### src/logic/lcd_host_pkg.sv
/*
  Constants and types shared by the LCD host port and its serial
  byte assembler. Assumes nothing of its surroundings.
*/
package lcd_host_pkg;
  localparam int DATA_W = 8;
  localparam int STATUS_W = 7;
  localparam int COL_W = 8;
  localparam int BIT_CNT_W = 3;
  localparam logic [BIT_CNT_W-1:0] BIT_CNT_LAST = 3'h7;
  localparam logic [BIT_CNT_W-1:0] BIT_CNT_INIT = 3'h0;
  localparam logic [COL_W-1:0] COL_LAST = 8'h83;
  localparam logic [COL_W-1:0] COL_RESET = 8'h00;
  localparam logic [COL_W-1:0] COL_STEP = 8'h01;
  localparam logic [DATA_W-1:0] BYTE_RESET = 8'h00;
  // Serial pins share the parallel data pads
  localparam int SERIAL_DATA_BIT = 7;
  localparam int SERIAL_CLOCK_BIT = 6;
  // Layout of the synchronised pin vector
  localparam int SYNC_W = 15;
  localparam int S_PS = 14;
  localparam int S_C86 = 13;
  localparam int S_CS1N = 12;
  localparam int S_CS2 = 11;
  localparam int S_A0 = 10;
  localparam int S_RD = 9;
  localparam int S_WR = 8;
  localparam logic [SYNC_W-1:0] SYNC_RESET = 15'h7fff;

  typedef enum logic [2:0] {
    ACC_NONE = 3'b000,
    ACC_DATA_RD = 3'b001,
    ACC_DATA_WR = 3'b010,
    ACC_STATUS_RD = 3'b011,
    ACC_CMD_WR = 3'b100
  } access_t;
endpackage

### src/logic/host_byte_if.sv
/*
  Carries one assembled serial byte from the assembler to the port
  logic. Assumes a single clock shared by both ends.
*/
`timescale 1ns/100ps
interface host_byte_if;
  logic [7:0] value;
  logic is_data;
  logic valid;
  modport source (output value, output is_data, output valid);
  modport sink (input value, input is_data, input valid);
endinterface

### src/logic/serial_byte_assembler.sv
/*
  Shifts the write-only serial link into bytes. Inputs are already
  synchronised to clk_i; enable_i is low whenever the link is unusable.
*/
`timescale 1ns/100ps
module serial_byte_assembler
  import lcd_host_pkg::*;
(
  input wire logic clk_i,
  input wire logic rst_i,
  input wire logic enable_i,
  input wire logic sclk_i,
  input wire logic sdata_i,
  input wire logic dc_i,
  host_byte_if.source out
);
  logic prev_sclk;
  logic [DATA_W-2:0] shift;
  logic [BIT_CNT_W-1:0] count;
  logic sclk_rise;

  assign sclk_rise = enable_i & sclk_i & ~prev_sclk;

  always_ff @(posedge clk_i or posedge rst_i) begin
    if (rst_i) begin
      prev_sclk <= 1'b1;
    end else begin
      prev_sclk <= sclk_i;
    end
  end

  always_ff @(posedge clk_i or posedge rst_i) begin
    if (rst_i) begin
      shift <= '0;
      count <= BIT_CNT_INIT;
    end else if (!enable_i) begin
      shift <= '0;
      count <= BIT_CNT_INIT;
    end else if (sclk_rise) begin
      shift <= {shift[DATA_W-3:0], sdata_i};
      count <= count + 3'h1;
    end
  end

  always_ff @(posedge clk_i or posedge rst_i) begin
    if (rst_i) begin
      out.value <= BYTE_RESET;
      out.is_data <= 1'b0;
      out.valid <= 1'b0;
    end else begin
      out.valid <= sclk_rise && count == BIT_CNT_LAST;
      if (sclk_rise && count == BIT_CNT_LAST) begin
        out.value <= {shift, sdata_i};
        out.is_data <= dc_i;
      end
    end
  end
endmodule // serial_byte_assembler

### src/logic/lcd_host_bus_interface.sv
/*
  Host access port of a dot-matrix LCD controller: 8080/6800 parallel
  bus or write-only serial link, bus holder pipeline, column counter.
  Assumes the display RAM answers ram_rdata_i combinationally for
  ram_addr_o, and busy_i, column_set_i come from core logic on clk_i.
*/
// Behaviour
// - Bus type select picks parallel or serial
// - Serial mode is write only
// - Family select picks 6800 or 8080 strobes
// - Select plus direction decode data, status, command
// - Serial accepted only while chip active
// - Serial data sampled on rising clock, MSB first
// - Eighth rising edge delivers the byte
// - Select sampled per byte: low command, high data
// - Deselect resets shifter and bit counter
// - Inactive select floats bus, ignores strobes
// - Data reads come through holder, one behind
// - Write held in holder, committed to RAM
// - Busy accepts status reads only
// - Busy flag shown on D7 in status
// - Column address steps after data access, holds at last column
`timescale 1ns/100ps
module lcd_host_bus_interface
  import lcd_host_pkg::*;
(
  input wire logic clk_i,
  input wire logic rst_i,
  input wire logic bus_type_select_i,
  input wire logic host_bus_family_select_i,
  input wire logic chip_select_low_n_i,
  input wire logic chip_select_high_i,
  input wire logic data_command_select_i,
  input wire logic read_strobe_n_i,
  input wire logic write_strobe_n_i,
  input wire logic [lcd_host_pkg::DATA_W-1:0] data_i,
  input wire logic busy_i,
  input wire logic [lcd_host_pkg::STATUS_W-1:0] status_i,
  input wire logic column_set_i,
  input wire logic [lcd_host_pkg::COL_W-1:0] column_value_i,
  input wire logic [lcd_host_pkg::DATA_W-1:0] ram_rdata_i,
  output logic [lcd_host_pkg::DATA_W-1:0] data_o,
  output logic data_oe_o,
  output logic cmd_valid_o,
  output logic [lcd_host_pkg::DATA_W-1:0] cmd_byte_o,
  output logic [lcd_host_pkg::COL_W-1:0] ram_addr_o,
  output logic [lcd_host_pkg::DATA_W-1:0] ram_wdata_o,
  output logic ram_we_o
);
  import lcd_host_pkg::*;

  logic [SYNC_W-1:0] sync_meta;
  logic [SYNC_W-1:0] sync;
  logic prev_rd;
  logic prev_wr;
  logic prev_fam;
  logic fam_steady;
  logic [COL_W-1:0] col;
  logic active;
  logic parallel;
  logic six800;
  logic reading;
  logic rd_end;
  logic wr_end;
  logic [DATA_W-1:0] holder;
  access_t access;
  logic wr_evt;
  logic wr_is_data;
  logic [DATA_W-1:0] wr_byte;
  logic data_rd_evt;
  logic col_step;

  host_byte_if serial_byte ();

  // Two-flop synchroniser for every host pin
  always_ff @(posedge clk_i or posedge rst_i) begin
    if (rst_i) begin
      sync_meta <= SYNC_RESET;
      sync <= SYNC_RESET;
    end else begin
      sync_meta <= {bus_type_select_i, host_bus_family_select_i,
                    chip_select_low_n_i, chip_select_high_i,
                    data_command_select_i, read_strobe_n_i,
                    write_strobe_n_i, data_i};
      sync <= sync_meta;
    end
  end

  always_ff @(posedge clk_i or posedge rst_i) begin
    if (rst_i) begin
      prev_rd <= 1'b1;
      prev_wr <= 1'b1;
      prev_fam <= SYNC_RESET[S_C86];
    end else begin
      prev_rd <= sync[S_RD];
      prev_wr <= sync[S_WR];
      prev_fam <= sync[S_C86];
    end
  end

  assign active = ~sync[S_CS1N] & sync[S_CS2];
  assign parallel = sync[S_PS];
  assign six800 = sync[S_C86];
  // A family change swaps pin meanings; no access edge in that cycle
  assign fam_steady = six800 == prev_fam;

  // 6800: read pin is enable, write pin is read/write select
  always_comb begin
    if (six800) begin
      reading = sync[S_RD] & sync[S_WR];
      rd_end = prev_rd & ~sync[S_RD] & sync[S_WR];
      wr_end = prev_rd & ~sync[S_RD] & ~sync[S_WR];
    end else begin
      reading = ~sync[S_RD];
      rd_end = ~prev_rd & sync[S_RD];
      wr_end = ~prev_wr & sync[S_WR];
    end
  end

  // Parallel access kind, only while selected in parallel mode
  always_comb begin
    access = ACC_NONE;
    if (active && parallel && fam_steady) begin
      if (rd_end) begin
        access = sync[S_A0] ? ACC_DATA_RD : ACC_STATUS_RD;
      end else if (wr_end) begin
        access = sync[S_A0] ? ACC_DATA_WR : ACC_CMD_WR;
      end
    end
  end

  serial_byte_assembler u_serial (
    .clk_i(clk_i),
    .rst_i(rst_i),
    .enable_i(active & ~parallel),
    .sclk_i(sync[SERIAL_CLOCK_BIT]),
    .sdata_i(sync[SERIAL_DATA_BIT]),
    .dc_i(sync[S_A0]),
    .out(serial_byte.source)
  );

  // Merge parallel writes and serial bytes; busy drops all but status
  always_comb begin
    wr_evt = 1'b0;
    wr_is_data = 1'b0;
    wr_byte = sync[DATA_W-1:0];
    data_rd_evt = 1'b0;
    case (access)
      ACC_DATA_WR: begin
        wr_evt = ~busy_i;
        wr_is_data = 1'b1;
      end
      ACC_CMD_WR: begin
        wr_evt = ~busy_i;
      end
      ACC_DATA_RD: begin
        data_rd_evt = ~busy_i;
      end
      default: begin
        if (serial_byte.valid && !parallel) begin
          wr_evt = ~busy_i;
          wr_is_data = serial_byte.is_data;
          wr_byte = serial_byte.value;
        end
      end
    endcase
  end

  assign col_step = (data_rd_evt || (wr_evt && wr_is_data)) &&
                    col != COL_LAST;

  // Bus holder: reads load it after the host sees the old value
  always_ff @(posedge clk_i or posedge rst_i) begin
    if (rst_i) begin
      holder <= BYTE_RESET;
    end else if (data_rd_evt) begin
      holder <= ram_rdata_i;
    end else if (wr_evt && wr_is_data) begin
      holder <= wr_byte;
    end
  end

  // Display RAM write port, committed the cycle after capture
  always_ff @(posedge clk_i or posedge rst_i) begin
    if (rst_i) begin
      ram_we_o <= 1'b0;
      ram_wdata_o <= BYTE_RESET;
    end else begin
      ram_we_o <= wr_evt & wr_is_data;
      if (wr_evt && wr_is_data) begin
        ram_wdata_o <= wr_byte;
      end
    end
  end

  // Column counter
  always_ff @(posedge clk_i or posedge rst_i) begin
    if (rst_i) begin
      col <= COL_RESET;
    end else if (column_set_i) begin
      col <= column_value_i;
    end else if (col_step) begin
      col <= col + COL_STEP;
    end
  end

  // Address lags the column one cycle, so a commit hits the pre-step
  // column; host accesses are many cycles apart, so reads see it settled
  always_ff @(posedge clk_i or posedge rst_i) begin
    if (rst_i) begin
      ram_addr_o <= COL_RESET;
    end else begin
      ram_addr_o <= col;
    end
  end

  always_ff @(posedge clk_i or posedge rst_i) begin
    if (rst_i) begin
      cmd_valid_o <= 1'b0;
      cmd_byte_o <= BYTE_RESET;
    end else begin
      cmd_valid_o <= wr_evt & ~wr_is_data;
      if (wr_evt && !wr_is_data) begin
        cmd_byte_o <= wr_byte;
      end
    end
  end

  // Read drive: parallel and selected only; serial never drives
  always_ff @(posedge clk_i or posedge rst_i) begin
    if (rst_i) begin
      data_oe_o <= 1'b0;
      data_o <= BYTE_RESET;
    end else begin
      data_oe_o <= active & parallel & reading;
      if (active && parallel && reading) begin
        data_o <= sync[S_A0] ? holder : {busy_i, status_i};
      end
    end
  end
endmodule // lcd_host_bus_interface

### config.mk
export PLATFORM = sky130hd
export DESIGN_NAME = lcd_host_bus_interface
export DESIGN_NICKNAME = d
export VERILOG_FILES = /design/src/logic/lcd_host_pkg.sv /design/src/logic/host_byte_if.sv /design/src/logic/serial_byte_assembler.sv /design/src/logic/lcd_host_bus_interface.sv
export SDC_FILE = /design/constraint.sdc
export NUM_CORES = 1
export LEC_CHECK = 0
export BUFFER_PORTS_ARGS = -buffer_cell sky130_fd_sc_hd__buf_2
export CORE_ASPECT_RATIO = 2
export CORE_MARGIN = 3
export CORE_UTILIZATION = 30
export CTS_BUF_LIST = sky130_fd_sc_hd__clkbuf_4 sky130_fd_sc_hd__clkbuf_8
export DETAILED_ROUTE_END_ITERATION = 10
export GPL_TIMING_DRIVEN = 0
export PLACE_DENSITY = 0.5
export SLEW_MARGIN = 20
export SYNTH_ARGS = -nofsm -noshare
export SYNTH_HDL_FRONTEND = slang
export SYNTH_HIERARCHICAL = 1
export SYNTH_SLANG_ARGS = --single-unit
### constraint.sdc
create_clock -name clk_i -period 3 [get_ports clk_i]
set_clock_uncertainty 0.15 [all_clocks]
set_input_delay 0.9 -clock clk_i [delete_from_list [all_inputs] [get_ports clk_i]]
set_output_delay 0.9 -clock clk_i [all_outputs]
set_load 0.02 [all_outputs]
Yosys cells after proc, flatten, opt, wreduce, memory -nomap -nowiden

Cells that the tools add are included.
W data, S select, Z words.

Bitwise logic cells: 23
Eq/ne operators: 7
Add/sub/neg operators: 2
Reduce and logical (&&, ||, !) cells: 16
Muxes and demuxes: 24

Operators with widths:

| kind                  | count |
|---|---|
| $mux W8               | 7 |
| $mux W3               | 6 |
| $and A1 B1 Y1         | 14 |
| $mux W7               | 2 |
| $not A1 Y1            | 9 |
| $add A8 B1 Y8 const B | 1 |
| $logic_and A1 B1 Y1   | 8 |
| $ne A8 B8 Y1 const B  | 1 |
| $eq A3 B3 Y1 const B  | 2 |
| $mux W1               | 6 |
| $pmux W1 S2           | 2 |
| $reduce_bool A2 Y1    | 2 |
| $reduce_or A2 Y1      | 2 |
| $add A3 B1 Y3 const B | 1 |
| $eq A3 B1 Y1 const B  | 1 |
| $eq A3 B2 Y1 const B  | 1 |
| $reduce_or A3 Y1      | 1 |
| $logic_not A1 Y1      | 2 |
| $mux W2               | 1 |
| $ne A2 B2 Y1 const B  | 1 |
| $eq A1 B1 Y1          | 1 |
| $logic_or A1 B1 Y1    | 1 |

Logic and storage cells: 92
Input bits: 42
Flip-flop bits (word level): 105

Longest topological paths before layout

Word-level depth: 15
Gate-level depth with buffers: 7
Mapped depth without buffers: 6

Cells and area by module

Netlist, hierarchy kept.

By module, submodules not included:

| module                 | area an instance (um^2) | cells an instance | instances | sequential area each (um^2) |
|---|---|---|---|---|
| lcd_host_bus_interface | 3240.6                  | 244               | 1         | 2143.3 |
| serial_byte_assembler  | 869.6                   | 69                | 1         | 526.8 |

Worst setup path after synthesis

No wires, ideal clock.

Kind: in2reg
Start: input port busy_i
End: register col[7]
Data arrival time: 2115 ps
Setup time: 82 ps
Data required time: 2768 ps
Stages: 5
Setup slack: 653 ps
Cells stage by stage: nand2b_1 > o21ai_0 > o211ai_1 > or4_1 > a31oi_1

Cells in the longest elaborated chain, start to end: 7

Ends and longest elaborated chain:

| item                             | RTL line                      | RTL |
|---|---|---|
| start: declaration               | lcd_host_bus_interface.sv:37  | `input wire logic busy_i,` |
| $not A1 Y1 (*)                   | -                             |  |
| $mux W1                          | lcd_host_bus_interface.sv:160 | `if (serial_byte.valid && !parallel) begin` |
| $pmux W1 S2                      | lcd_host_bus_interface.sv:148 | `case (access)` |
| $logic_and A1 B1 Y1              | lcd_host_bus_interface.sv:169 | `assign col_step = (data_rd_evt \|\| (wr_evt && wr_is_data)) &&` |
| $logic_or A1 B1 Y1 (*)           | lcd_host_bus_interface.sv:169 |  |
| $logic_and A1 B1 Y1 (*)          | lcd_host_bus_interface.sv:169 |  |
| $reduce_bool A2 Y1 (no line) (*) | -                             |  |
| end signal: assignment           | lcd_host_bus_interface.sv:201 | `col <= column_value_i;` |
| end signal: assignment           | lcd_host_bus_interface.sv:203 | `col <= col + COL_STEP;` |
| end: declaration                 | lcd_host_bus_interface.sv:58  | `logic [COL_W-1:0] col;` |

Every way passes the cells marked *; elsewhere a longest branch is shown, timed or not.
A chain may end at the register's enable or synchronous reset.

Worst setup path after layout

Start: register sync[10]
End: register cmd_byte_o[3] in the netlist's numbering

Cells in the longest elaborated chain, start to end: 9

Ends and longest elaborated chain:

| item                                                | RTL line                      | RTL |
|---|---|---|
| start: declaration                                  | lcd_host_bus_interface.sv:53  | `logic [SYNC_W-1:0] sync;` |
| start signal: assignment                            | lcd_host_bus_interface.sv:85  | `sync <= sync_meta;` |
| $mux W3                                             | lcd_host_bus_interface.sv:127 | `access = sync[S_A0] ? ACC_DATA_WR : ACC_CMD_WR;` |
| $mux W3                                             | lcd_host_bus_interface.sv:126 | `end else if (wr_end) begin` |
| $mux W3 (*)                                         | lcd_host_bus_interface.sv:124 | `if (rd_end) begin` |
| $mux W3 (*)                                         | lcd_host_bus_interface.sv:123 | `if (active && parallel && fam_steady) begin` |
| $eq A3 B1 Y1 / $eq A3 B3 Y1 (equally long branches) | lcd_host_bus_interface.sv:148 |  |
| $reduce_or A2 Y1 (no line)                          | -                             |  |
| $pmux W1 S2                                         | lcd_host_bus_interface.sv:148 |  |
| $logic_not A1 Y1                                    | lcd_host_bus_interface.sv:223 | `if (wr_evt && !wr_is_data) begin` |
| $logic_and A1 B1 Y1                                 | lcd_host_bus_interface.sv:223 |  |
| end signal: assignment                              | lcd_host_bus_interface.sv:224 | `cmd_byte_o <= wr_byte;` |
| end: declaration                                    | lcd_host_bus_interface.sv:45  | `output logic [lcd_host_pkg::DATA_W-1:0] cmd_byte_o,` |

Marked as above.

==> implementation parameters <==
Parameter                              Value

Run status
  Run status ... finished clean

Cells and area
  Final cell area excluding filler cells ... 4917 um^2
  Area overhead of the layout relative to synthesis ... 19.63%
  Final core utilization ... 37.21%
  Total inserted antenna cells ... 0
  Layout filler cell count ... 1,323
  Share of cells above drive strength 1 ... 41.28%
  Final layout net count ... 447

Routing
  DR vias/cell ... 4.785
  Via count of the routed design ... 2,675
  Number of nets with antenna violations after routing ... 0
  Drc violations ... 0
  Total wire length after detailed routing ... 8.569 mm
  Drt first pass iters ... 4
  Number of design-rule violations left by the first detailed-router iteration ... 49
  Routed len/inst ... 15.33 um

Place
  HPWL after DPL ... 6.634 mm
  Placed standard-cell area ... 4725 um^2
  Final RePlAce weighted congestion ... 0.7680
  Count of input and output buffers ... 76

Pwr
  Clock share of power ... 30.5%
  Power Internal ... 0.002002 W
  Largest vdd supply drop ... 0.0002101 V
  Pwr Density ... 559.3 nW/um^2
  Portion of total power attributed to sequential cells ... 58.0%
  Part of the total power dissipated in combinational logic ... 11.5%
  Leakage component of the power ... 2.338 nW
  Switching share of total power ... 27.22%
  Switching component of the power ... 0.0007485 W

Timing
  Fraction of the cycle the final worst path needs ... 85.31%
  Transition time at the pin with the least slew margin ... 813.4 ps
  Max-slew violation count ... 0
  Relative slew slack ... 45.71%
  Final number of hold-violating endpoints ... 0
  Highest Clock Rate ... 0.3907 GHz
  Final number of setup-violating endpoints ... 0
  Total Neg Setup Slack ... 0 ps
  Unrepaired setup endpoints after global routing ... no
  Post-layout minimum cycle time ... 2559 ps
  Final-layout worst hold slack ... 207.0 ps

Floorplanning
  Floorplan core area ... 13,210 um^2
  I/O pin count ... 77
  Number of standard-cell rows in the floorplan ... 59
  Initial core utilization ... 31.11%
  Die Span Y ... 171.5 um
  Die extent in x ... 88.77 um
  Total Die Area ... 15,230 um^2

Global route
  Global-route total usage across every layer ... 12.06%
  Largest net degree at the start of global routing ... 35
  Global-route wire length before repair ... 14.23 mm
  Global route total overflow ... 0
  Via count of the first global-routing pass ... 2,967
  Initial antenna violation count ... 0

Logic synthesis
  Number of enable-type register cells in the synthesized netlist ... 0
  Number of warnings issued by yosys ... 6
  Async set-or-reset flop fraction in the synthesized netlist ... 100.0%
  Area of the mapped netlist ... 4110 um^2
  Synth unique cells ... 47
  Per-instance average area after synthesis ... 13.13 um^2
  Flops & latches, synth ... 105
  Synthesized netlist cell count ... 313
  Share of the yosys chip area belonging to registers ... 64.96%
  Prevailing post-synth register cell ... sky130_fd_sc_hd__dfrtp_1
  Mapped Nets ... 358

Worst setup path
  Endpoint type of the worst setup path ... flip-flop
  R2r worst-path depth ... 5
  Required time reported for the critical path endpoint ... 3100 ps
  Element type at the critical path start ... flip-flop
  Start-to-end type of the worst setup path ... reg2reg
  CP Max Fanout ... 10
  Arrival time of data at the critical path endpoint ... 2660 ps

Clocking
  Skew-Pair Late Insertion Delay ... 360 ps
  Number of buffers on the longest clock path ... 2
  Sink count of the clock tree ... 105
  Number of buffers inserted by hold repair at cts ... 0
  Number of levels in the clock H-tree ... 3
  Post-CTS setup buffers ... 0
  Register clock-pin slew on the reported worst setup and hold paths ... 100 ps
  CTS buffer count ... 9
  TritonCTS clock tree ... yes
  CTS resizes ... 0
  Cell chosen for the clock root ... sky130_fd_sc_hd__clkbuf_8

Hold path
  Worst Hold Depth ... 0
  Worst hold path class ... reg2reg

Job
  Max cap viols ... 0
[cell usage after synthesis, types with 3 or more instances]
cell type	number	area (um^2)
sky130_fd_sc_hd__dfrtp_1	71	1777
sky130_fd_sc_hd__dfstp_2	34	893.4
sky130_fd_sc_hd__nand2_1	33	123.9
sky130_fd_sc_hd__mux2_2	32	360.4
sky130_fd_sc_hd__o21ai_0	21	105.1
sky130_fd_sc_hd__inv_1	16	60.06
sky130_fd_sc_hd__a21boi_0	9	67.56
sky130_fd_sc_hd__mux2i_1	9	90.09
sky130_fd_sc_hd__a32oi_1	8	70.07
sky130_fd_sc_hd__clkbuf_1	7	26.28
sky130_fd_sc_hd__nand3_1	7	35.03
sky130_fd_sc_hd__nor2_1	7	26.28
sky130_fd_sc_hd__nand2b_1	6	37.54
sky130_fd_sc_hd__a21oi_1	4	20.02
sky130_fd_sc_hd__nor3_1	4	20.02
sky130_fd_sc_hd__buf_6	3	33.78
sky130_fd_sc_hd__ha_1	3	37.54
sky130_fd_sc_hd__o211ai_1	3	22.52
sky130_fd_sc_hd__or4_1	3	22.52
[placed cells by master, fill, tap and decap left out, drive strengths merged, types with 4 or more instances in the layout]
cell,Yosys,layout
buf,4,82
dfrtp,71,71
dfstp,34,34
nand2,33,33
mux2,33,33
o21ai,22,22
inv,16,19
clkbuf,7,17
a21boi,10,10
mux2i,9,9
a32oi,8,8
nand3,8,8
nor2,7,7
nand2b,6,6
nor3,4,4
a21oi,4,4
[power by group through the flow]
| stage | Clock (W) | Combinational [W] | Sequential, W |
|---|---|---|---|
| after floorplan | 0 | 0.000130 | 0.00168 |
| after global placement | 0 | 0.000316 | 0.00162 |
| after detailed placement | 0 | 0.000326 | 0.00162 |
| after CTS | 0.000892 | 0.000326 | 0.00160 |
| after global routing | 0.000924 | 0.000356 | 0.00161 |
| final | 0.000840 | 0.000317 | 0.00159 |
[kinds of logic (layout without fill, tap and decap cells)]
| logic type | count (synthesis) | count (layout) | synth area share [%] |
|---|---|---|---|
| AO/OA/AOI/OAI | 58 | 58 | 9.467 |
| XOR/XNOR | 2 | 2 | 0.4263 |
| adder cells (fa/ha/maj) | 3 | 3 | 0.9133 |
| buffers and inverters | 28 | 122 | 3.135 |
| flip-flops | 105 | 105 | 64.96 |
| multiplexers | 42 | 42 | 11.32 |
| AND/OR/NAND/NOR | 75 | 75 | 9.772 |
[stage by stage]
stage	worst slack [ps]	total power, W	std cells
2_1_floorplan	652.8	0.001806	313
3_3_place_gp	330.1	0.001937	541
3_5_place_dp	328.5	0.001949	543
4_1_cts	369.2	0.002815	559
5_1_grt	249.7	0.002890	559
6_report	440.6	0.002750	559
[state kept, by name, indices dropped and copies added (netlist names), 3 cells and up]
name / cells
cmd_byte_o: 8
col: 8
data_o: 8
holder: 8
ram_addr_o: 8
ram_wdata_o: 8
sync: 15
sync_meta: 15
u_serial/count: 3
u_serial/out.value: 8
u_serial/shift: 7
[critical path: stages (launching register included)]
cell	delay, ps
sky130_fd_sc_hd__dfstp_2	550
sky130_fd_sc_hd__clkbuf_1	570
sky130_fd_sc_hd__or3_1	210
sky130_fd_sc_hd__o32a_1	130
sky130_fd_sc_hd__clkbuf_1	440
sky130_fd_sc_hd__mux2_2	400
[layout make-up]
cell class                      count  area, um^2  area share (%)
Sequential cell                   105        2670           54.30
Multi-Input combinational cell    180        1311           26.67
Timing Repair Buffer               78       420.4           8.550
Tap cell                          152       190.2           3.868
Clock buffer                       10       137.6           2.799
Inverter                           17       67.56           1.374
Buffer                             11       65.06           1.323
Clock inverter                      6       55.05           1.120
[path summary, 6_finish.rpt]
kind / start / to / slack [ps]
min reg2reg: sync_meta[2] / sync[2] / 210
max in group asynchronous: rst_i / sync[6] / 1430
max: sync[10] / cmd_byte_o[3] / 440
min in group asynchronous: rst_i / col[1] / 450
max reg2reg: sync[10] / cmd_byte_o[3] / 440
min: sync_meta[2] / sync[2] / 210
[metal layers]
metal	wire length [um]	vias up	track usage, %	share of wire [%]
met5	0	-	0	0
met4	250	0	6.250	2.9
met3	363	18	2.253	4.2
met2	4897	65	22.91	57
met1	3057	1310	11.83	36
li1	-	1282	-	-
Note: power is estimated with default switching activity, not from simulation.
